===== src/acs_bridge.sv =====
// Stash request bridge: package with constants, then the bridge top module
//
// Contract
// RULE1 - No stash support means stash signals absent
// RULE2 - Stash-capable snoop field is four bits wide
// RULE3 - Master encodes stash opcodes 8, 9, C, D
// RULE4 - Master sets lock, barrier, cache, domain legally
// RULE5 - Master keeps stash inside one cache line
// RULE6 - Node id 11 bits, processor id 5 bits
// RULE7 - Each identifier travels with its enable
// RULE8 - Node id zero while its enable low
// RULE9 - Processor id zero while its enable low
// RULE10 - Non-stash requests hold both enables low
// RULE11 - Either enable alone or both allowed
// RULE12 - Target never changes who may cache line
// RULE13 - Targetless write stash: holder or system cache
// RULE14 - Targetless stash-once: system cache if uncached
// RULE15 - Stash-once: one address, one response, no data
// RULE16 - Write stash keeps unique write structure
// RULE17 - Master never mixes stash-once ID kinds
// RULE18 - Many outstanding requests may share one ID
// RULE19 - Partial write stash becomes plain unique write
// RULE20 - Full write stash becomes full-line unique write
// RULE21 - Stash-once not forwarded, answered locally
// RULE22 - Shared keeps copies, unique may invalidate
// RULE23 - Full stash writes all bytes, partial any
//
// The Wishbone interface to the registers and the placing of the registers were decided locally.
package acs_pkg;
  // ************************************************************
  // Opcodes and field layout
  // ************************************************************
  localparam logic [3:0] SN_PTL_STASH = 4'h8;
  localparam logic [3:0] SN_FULL_STASH = 4'h9;
  localparam logic [3:0] SN_ONCE_SHARED = 4'hC;
  localparam logic [3:0] SN_ONCE_UNIQUE = 4'hD;
  localparam logic [3:0] SN_UNIQUE = 4'h0;
  localparam logic [3:0] SN_LINE_UNIQUE = 4'h1;
  localparam int SNOOP_W = 4;
  localparam int NID_W = 11;
  localparam int LPID_W = 5;
  localparam logic [1:0] RESP_OKAY = 2'h0;
  // ************************************************************
  // Register map and reset values
  // ************************************************************
  localparam int WB_ADR_W = 8;
  localparam logic [7:0] REG_CTRL = 8'h00;
  localparam logic [7:0] REG_STATUS = 8'h04;
  localparam logic [7:0] REG_CONV_CNT = 8'h08;
  localparam logic [7:0] REG_ONCE_CNT = 8'h0C;
  localparam int CTRL_FWD_BIT = 0;
  localparam logic CTRL_FWD_RST = 1'b0;
endpackage

`timescale 1ns/100ps
module acs_bridge #(
  parameter int ID_W = 4,
  parameter int ADDR_W = 32,
  parameter int DEPTH = 8
) (
  input wire logic clk_i,
  input wire logic rst_i,
  // Upstream write address channel with stash extension
  input wire logic s_awvalid_i,
  output logic s_awready_o,
  input wire logic [ID_W-1:0] s_awid_i,
  input wire logic [ADDR_W-1:0] s_awaddr_i,
  input wire logic [7:0] s_awlen_i,
  input wire logic [2:0] s_awsize_i,
  input wire logic [1:0] s_awburst_i,
  input wire logic [acs_pkg::SNOOP_W-1:0] s_awsnoop_i,
  input wire logic [1:0] s_awdomain_i,
  input wire logic [3:0] s_awcache_i,
  input wire logic s_awlock_i,
  input wire logic [1:0] s_awbar_i,
  input wire logic [acs_pkg::NID_W-1:0] s_awstashnid_i,
  input wire logic s_awstashniden_i,
  input wire logic [acs_pkg::LPID_W-1:0] s_awstashlpid_i,
  input wire logic s_awstashlpiden_i,
  // Upstream write response
  output logic s_bvalid_o,
  input wire logic s_bready_i,
  output logic [ID_W-1:0] s_bid_o,
  output logic [1:0] s_bresp_o,
  // Downstream write address channel
  output logic m_awvalid_o,
  input wire logic m_awready_i,
  output logic [ID_W-1:0] m_awid_o,
  output logic [ADDR_W-1:0] m_awaddr_o,
  output logic [7:0] m_awlen_o,
  output logic [2:0] m_awsize_o,
  output logic [1:0] m_awburst_o,
  output logic [acs_pkg::SNOOP_W-1:0] m_awsnoop_o,
  output logic [1:0] m_awdomain_o,
  output logic [3:0] m_awcache_o,
  output logic m_awlock_o,
  output logic [1:0] m_awbar_o,
  output logic [acs_pkg::NID_W-1:0] m_awstashnid_o,
  output logic m_awstashniden_o,
  output logic [acs_pkg::LPID_W-1:0] m_awstashlpid_o,
  output logic m_awstashlpiden_o,
  // Downstream write response
  input wire logic m_bvalid_i,
  output logic m_bready_o,
  input wire logic [ID_W-1:0] m_bid_i,
  input wire logic [1:0] m_bresp_i,
  // Wishbone register slave
  input wire logic wb_cyc_i,
  input wire logic wb_stb_i,
  input wire logic wb_we_i,
  input wire logic [acs_pkg::WB_ADR_W-1:0] wb_adr_i,
  input wire logic [3:0] wb_sel_i,
  input wire logic [31:0] wb_dat_i,
  output logic [31:0] wb_dat_o,
  output logic wb_ack_o
);
  import acs_pkg::*;

  localparam int PTR_W = $clog2(DEPTH);
  localparam int CNT_W = PTR_W + 1;

  typedef struct packed {
    logic awready;
    logic slot_v;
    logic [ID_W-1:0] id;
    logic [ADDR_W-1:0] addr;
    logic [7:0] len;
    logic [2:0] size;
    logic [1:0] burst;
    logic [SNOOP_W-1:0] snoop;
    logic [1:0] domain;
    logic [3:0] cache;
    logic lock;
    logic [1:0] bar;
    logic [NID_W-1:0] nid;
    logic niden;
    logic [LPID_W-1:0] lpid;
    logic lpiden;
    logic bvalid;
    logic [ID_W-1:0] bid;
    logic [1:0] bresp;
    logic bready;
    logic [PTR_W-1:0] wptr;
    logic [PTR_W-1:0] rptr;
    logic [CNT_W-1:0] cnt;
    logic fwd;
    logic [31:0] conv_cnt;
    logic [31:0] once_cnt;
    logic ack;
    logic [31:0] dat;
  } acs_state_t;

  acs_state_t q, d;
  logic aw_acc;
  logic is_once;
  logic m_take;
  logic loc_take;
  logic push;
  logic [ID_W-1:0] mem_rdata;

  // ************************************************************
  // Local response ID store
  // ************************************************************
  acs_id_mem #(
    .W(ID_W),
    .DEPTH(DEPTH),
    .PTR_W(PTR_W)
  ) u_id_mem (
    .clk_i(clk_i),
    .we_i(push),
    .waddr_i(q.wptr),
    .wdata_i(s_awid_i),
    .raddr_i(d.rptr),
    .rdata_o(mem_rdata)
  );

  // Request classification and handshakes
  assign aw_acc = s_awvalid_i && q.awready;
  assign is_once = (s_awsnoop_i == SN_ONCE_SHARED) || (s_awsnoop_i == SN_ONCE_UNIQUE);
  assign push = aw_acc && is_once && !q.fwd; // RULE21
  assign m_take = m_bvalid_i && q.bready;

  // ************************************************************
  // Next-state logic
  // ************************************************************
  always_comb begin
    d = q;
    loc_take = 1'b0;
    // Slot drains once downstream takes the address
    if (q.slot_v && m_awready_i) begin
      d.slot_v = 1'b0;
    end
    // Accepted request: forward, convert or absorb
    if (aw_acc) begin
      if (push) begin
        // Never propagated, so no cached copy is disturbed
        d.wptr = PTR_W'(q.wptr + 1'b1); // RULE21 RULE22
        d.once_cnt = q.once_cnt + 32'h00000001;
      end else begin
        d.slot_v = 1'b1;
        d.id = s_awid_i;
        d.addr = s_awaddr_i;
        d.len = s_awlen_i;
        d.size = s_awsize_i;
        d.burst = s_awburst_i;
        d.domain = s_awdomain_i;
        d.cache = s_awcache_i;
        d.lock = s_awlock_i;
        d.bar = s_awbar_i;
        // Forwarded as-is: a capable downstream home picks a targetless destination
        d.snoop = s_awsnoop_i; // RULE13 RULE14 RULE22
        d.nid = s_awstashnid_i; // RULE6 RULE7 RULE12
        d.niden = s_awstashniden_i; // RULE11
        d.lpid = s_awstashlpid_i;
        d.lpiden = s_awstashlpiden_i;
        if (!q.fwd) begin
          // Downstream lacks stash: strip target, narrow opcode
          d.nid = '0; // RULE1
          d.niden = 1'b0;
          d.lpid = '0;
          d.lpiden = 1'b0;
          if (s_awsnoop_i == SN_PTL_STASH) begin
            d.snoop = SN_UNIQUE; // RULE19
            d.conv_cnt = q.conv_cnt + 32'h00000001;
          end else if (s_awsnoop_i == SN_FULL_STASH) begin
            d.snoop = SN_LINE_UNIQUE; // RULE20
            d.conv_cnt = q.conv_cnt + 32'h00000001;
          end
        end
      end
    end
    // Response stage: downstream first, then local answers
    if (q.bvalid && s_bready_i) begin
      d.bvalid = 1'b0;
    end
    if (m_take) begin
      d.bvalid = 1'b1; // RULE16
      d.bid = m_bid_i;
      d.bresp = m_bresp_i;
    end else if ((!q.bvalid || s_bready_i) && (q.cnt != '0)) begin
      // Only IDs whose address was already taken are answered
      loc_take = 1'b1; // RULE15
      d.bvalid = 1'b1;
      d.bid = mem_rdata;
      d.bresp = RESP_OKAY;
      d.rptr = PTR_W'(q.rptr + 1'b1);
    end
    case ({push, loc_take})
      2'b10: d.cnt = CNT_W'(q.cnt + 1'b1);
      2'b01: d.cnt = CNT_W'(q.cnt - 1'b1);
      default: d.cnt = q.cnt;
    endcase
    d.bready = !d.bvalid;
    // One request per two cycles; refuse while slot or store is full
    d.awready = !aw_acc && !d.slot_v && (d.cnt < CNT_W'(DEPTH)); // RULE18
    // Wishbone: answer one cycle after the strobe, drop ack after one cycle
    d.ack = wb_cyc_i && wb_stb_i && !q.ack;
    d.dat = 32'h00000000;
    if (wb_cyc_i && wb_stb_i && !q.ack) begin
      case (wb_adr_i)
        REG_CTRL: d.dat[CTRL_FWD_BIT] = q.fwd;
        REG_STATUS: d.dat = {{(32 - CNT_W - 1){1'b0}}, q.slot_v, q.cnt};
        REG_CONV_CNT: d.dat = q.conv_cnt;
        REG_ONCE_CNT: d.dat = q.once_cnt;
        default: d.dat = 32'h00000000;
      endcase
    end
    // Write lands on the edge that samples ack, as a classic master expects
    if (wb_cyc_i && wb_stb_i && q.ack && wb_we_i && wb_sel_i[0] && (wb_adr_i == REG_CTRL)) begin
      d.fwd = wb_dat_i[CTRL_FWD_BIT];
    end
  end

  // ************************************************************
  // State register
  // ************************************************************
  always_ff @(posedge clk_i) begin
    if (rst_i) begin
      q <= '0;
      q.fwd <= CTRL_FWD_RST;
    end else begin
      q <= d;
    end
  end

  // Outputs straight from the state register
  assign s_awready_o = q.awready;
  assign s_bvalid_o = q.bvalid;
  assign s_bid_o = q.bid;
  assign s_bresp_o = q.bresp;
  assign m_awvalid_o = q.slot_v;
  assign m_awid_o = q.id;
  assign m_awaddr_o = q.addr;
  assign m_awlen_o = q.len;
  assign m_awsize_o = q.size;
  assign m_awburst_o = q.burst;
  assign m_awsnoop_o = q.snoop; // RULE2
  assign m_awdomain_o = q.domain;
  assign m_awcache_o = q.cache;
  assign m_awlock_o = q.lock;
  assign m_awbar_o = q.bar;
  assign m_awstashnid_o = q.nid;
  assign m_awstashniden_o = q.niden;
  assign m_awstashlpid_o = q.lpid;
  assign m_awstashlpiden_o = q.lpiden;
  assign m_bready_o = q.bready;
  assign wb_dat_o = q.dat;
  assign wb_ack_o = q.ack;
endmodule


===== src/acs_id_mem.sv =====
// Small ID store for locally answered stash-once requests
`timescale 1ns/100ps
module acs_id_mem #(
  parameter int W = 4,
  parameter int DEPTH = 8,
  parameter int PTR_W = $clog2(DEPTH)
) (
  input wire logic clk_i,
  input wire logic we_i,
  input wire logic [PTR_W-1:0] waddr_i,
  input wire logic [W-1:0] wdata_i,
  input wire logic [PTR_W-1:0] raddr_i,
  output logic [W-1:0] rdata_o
);

  logic [W-1:0] mem_q [DEPTH];

  // Write-first read, so a freshly pushed ID is visible one cycle later
  always_ff @(posedge clk_i) begin
    if (we_i) begin
      mem_q[waddr_i] <= wdata_i;
    end
    if (we_i && (waddr_i == raddr_i)) begin
      rdata_o <= wdata_i;
    end else begin
      rdata_o <= mem_q[raddr_i];
    end
  end

endmodule


===== config.mk =====
export PLATFORM = sky130hd
export DESIGN_NAME = acs_bridge
export DESIGN_NICKNAME = d
export VERILOG_FILES = /design/src/acs_bridge.sv /design/src/acs_id_mem.sv
export SDC_FILE = /design/constraint.sdc
export NUM_CORES = 1
export LEC_CHECK = 0
export BUFFER_PORTS_ARGS = -buffer_cell sky130_fd_sc_hd__buf_2
export CAP_MARGIN = 20
export CELL_PAD_IN_SITES_DETAIL_PLACEMENT = 0
export CELL_PAD_IN_SITES_GLOBAL_PLACEMENT = 1
export CORE_MARGIN = 2
export CORE_UTILIZATION = 40
export DETAILED_ROUTE_END_ITERATION = 8
export GPL_ROUTABILITY_DRIVEN = 0
export GPL_TIMING_DRIVEN = 0
export HOLD_SLACK_MARGIN = 0.08
export MAX_ROUTING_LAYER = met4
export PLACE_DENSITY = 0.81
export SLEW_MARGIN = 20
export SYNTH_ARGS = -nofsm -noshare
export SYNTH_HDL_FRONTEND = slang
export SYNTH_SLANG_ARGS = --single-unit

===== constraint.sdc =====
create_clock -name clk_i -period 3.37 [get_ports clk_i]
set_clock_uncertainty 0.2 [all_clocks]
set_input_delay 0.337 -clock clk_i [delete_from_list [all_inputs] [get_ports clk_i]]
set_output_delay 0.337 -clock clk_i [all_outputs]
set_load 0.005 [all_outputs]

==> metrics.cfg <==
[worst_setup_path]
r2r_end = q[101]
worstSetupEndpointType = flip-flop
path_class = primary input to flip-flop
cp.arrival_ns = 3.48
worstPathRequired_ns = 3.58
cp-start-kind = primary input
worstReg2RegStart = q[97]
r2r_cells = 10
cp_max_fo = 8
r2r_setup_slack_ns = 0.20

[layout]
layout_common_cells = buf_2, dfxtp_1, nand2_1, buf_4, a21oi_1
finalInstanceArea_um2 = 13700
drive_above_1_share_pct = 27.66
layout_commonest_cell = buf_2
multi_input_area_um2 = 4135
fillCellCount = 2306
final_nets = 1636
diodes = 0
fin_cells = 1834
syn_to_final_growth_pct = 33.17
seqCellArea_um2 = 4985

[global_routing]
grt_pass1_vias = 9125
antenna_found_initial = 0
grt_pass1_wl_um = 47380
grt.total_usage_pct = 22.55
grt_max_degree = 15
grt-ovfl-total = 0

[timing]
hold_violations = 0
finalCriticalPeriod_ns = 3.268
fmax_mhz = 306.0
min_period_over_period_pct = 96.97
tightest_slew_ns = 1.039
setup_tns_ns = 0
slew_violations = 0
finalSetupViolCount = 0
maxSlewHeadroom_pct = 29.78
rsz0062_at_grt = false

[cts]
cts_tree = yes
cts_sinks = 233
cts_buffer_depth = 3
cts_root_buffer = clkbuf_16
clock_latency_ns = 0.52
clkTransAtPathRegs_ns = 0.06
cts_max_level = 1
cts_buffers = 26

[routing]
drt_iter0_markers = 455
via_per_inst = 5.007
dr.pass1.iters = 5
drc = 0
final_antenna_net_count = 0
routed_wirelength_um = 29650
wl_per_cell_um = 16.17
via_count = 9183

[synth]
synth_seq_cells = 233
syn_nets = 1288
ys_types = 50
async_reset_ff_share_pct = 0
yosys_warnings = 0
syn_area_um2 = 10290
ys.flop_type = dfxtp_1
syn_avg_cell_area_um2 = 9.016
ys_seq_area_share_pct = 48.46
synth-edff-count = 32
syn_inst = 1141

[floorplan]
ioPinCount = 262
dieArea_um2 = 27020
core_area_um2 = 25180
rows = 58
die_y_um = 164.4
start_util_pct = 40.85
die_w_um = 164.4

[job]
cap_violations = 0

[power_and_ir_drop]
ir_drop_v = 0.0003284
p_total_mw = 7.195
power_density_nw_per_um2 = 525.2
p_leak_nw = 5.559

[hold_path]
hold_path_depth = 3
min_path_type = primary input to flip-flop
min_from = m_bvalid_i
whs_endpoint = s_bvalid_o

[outcome]
status = completed

[place]
place.port_buffers = 224
hpwl_um = 20850
postPlaceCellArea_um2 = 11820
dp_cells = 1695

==> layout make-up <==
| type | count | share of cell area (%) |
|---|---|---|
| plain buffers | 183 | 8.357 |
| clock buffers | 32 | 5.288 |
| clock inverters | 11 | 1.233 |
| inverters | 13 | 0.3562 |
| multi-input cells | 712 | 30.19 |
| flip-flops and latches | 233 | 36.39 |
| well taps | 330 | 3.014 |
| repair buffers | 320 | 15.18 |
==> how the worst max path moves through the flow <==
stage                    from      to  slack (ns)  depth (start not counted)
2_1_floorplan           q[97]  q[101]        0.34                         10
4_1_cts                 q[99]  q[101]       0.005                          9
5_1_grt        s_awsnoop_i[1]  q[101]       0.007                         11
3_3_place_gp            q[97]  q[101]       -0.19                         10
3_5_place_dp            q[97]  q[101]       -0.28                         10
6_report       s_awsnoop_i[1]  q[101]        0.10                         11
==> critical path: stages <==
cell and delay, ns:
dlygate4sd3_1 0.54, buf_2 0.17, nand4b_1 0.26, nor2_4 0.24, inv_1 0.18, ha_1 0.29, ha_1 0.35, a21boi_0 0.25
o22ai_1 0.14, a221oi_2 0.34, mux2_2 0.37
==> Yosys cell counts, types with 8 or more instances <==
| cell | count | area share [%] |
|---|---|---|
| nand2_1 | 157 | 5.7 |
| nor2b_1 | 19 | 1.2 |
| inv_1 | 13 | 0.47 |
| and3_1 | 8 | 0.49 |
| mux2_2 | 17 | 1.9 |
| or3_1 | 15 | 0.91 |
| mux2i_1 | 21 | 2.0 |
| dfxtp_1 | 201 | 39 |
| xor2_1 | 16 | 1.4 |
| ha_1 | 8 | 0.97 |
| nor4_1 | 15 | 0.91 |
| o21ai_0 | 12 | 0.58 |
| a21oi_1 | 111 | 5.4 |
| nand4_1 | 20 | 1.2 |
| buf_4 | 116 | 8.5 |
| nor2_1 | 98 | 3.6 |
| a22oi_1 | 57 | 4.2 |
| nand3_1 | 26 | 1.3 |
| or4_1 | 31 | 2.3 |
| clkbuf_1 | 55 | 2.0 |
| edfxtp_1 | 32 | 9.3 |
| o31ai_1 | 25 | 1.8 |
==> per-layer routing <==
layer  GRT usage, %  vias to the layer above  wire, µm
met5              -                        -         0
met4          4.822                        0       539
met3          4.244                       42      2008
met2          37.35                      277     13780
met1          28.89                     4273     13320
li1               -                     4591         -
==> logic make-up (layout without fill, tap and decap cells) <==
| kind of cell | Yosys count | in the layout | share of synthesized area, % |
|---|---|---|---|
| simple gates | 427 | 427 | 20.30 |
| flops | 233 | 233 | 48.46 |
| compound gates | 217 | 217 | 12.90 |
| mux | 38 | 38 | 3.904 |
| xor+xnor | 22 | 22 | 1.873 |
| buf+inv | 196 | 559 | 11.59 |
| fa+ha+maj | 8 | 8 | 0.9730 |
==> what timing repair did <==
item / 4_1_cts / 5_1_grt
hold buffers: 95 / 0
buffers inserted: 0 / 1
endpoints found under the setup margin: 2 / 2
endpoints found under the hold margin: 135 / 0
pin swaps: 0 / 1
gates resized for setup: 3 / 4
==> power by group <==
part	internal, mW	leakage [nW]	switching [mW]
registers	2.94	1.91	0.0837
logic	0.572	3.22	0.639
clock network	1.82	0.426	1.14
total	5.34	5.56	1.86
==> registers in the layout, indices dropped and copies added (netlist names), 5 cells and up, named ones only <==
| register | count |
|---|---|
| m_awstashlpid_o | 5 |
| m_awlen_o | 8 |
| wb_dat_o | 32 |
| m_awstashnid_o | 11 |
| m_awaddr_o | 32 |
| u_id_mem.mem_q | 32 |
| q | 75 |
==> stage by stage <==
stage	setup WS (ns)	hold WS (ns)	utilization [%]
3_3_place_gp	-0.1930	0.2420	46.94
2_1_floorplan	0.3365	0.2256	-
3_5_place_dp	-0.2840	0.2382	46.94
4_1_cts	0.005469	0.08223	54.32
5_1_grt	0.006858	0.1373	54.40
6_report	0.1021	0.1014	54.40
No activity file was read; power rests on OpenSTA's default activity.
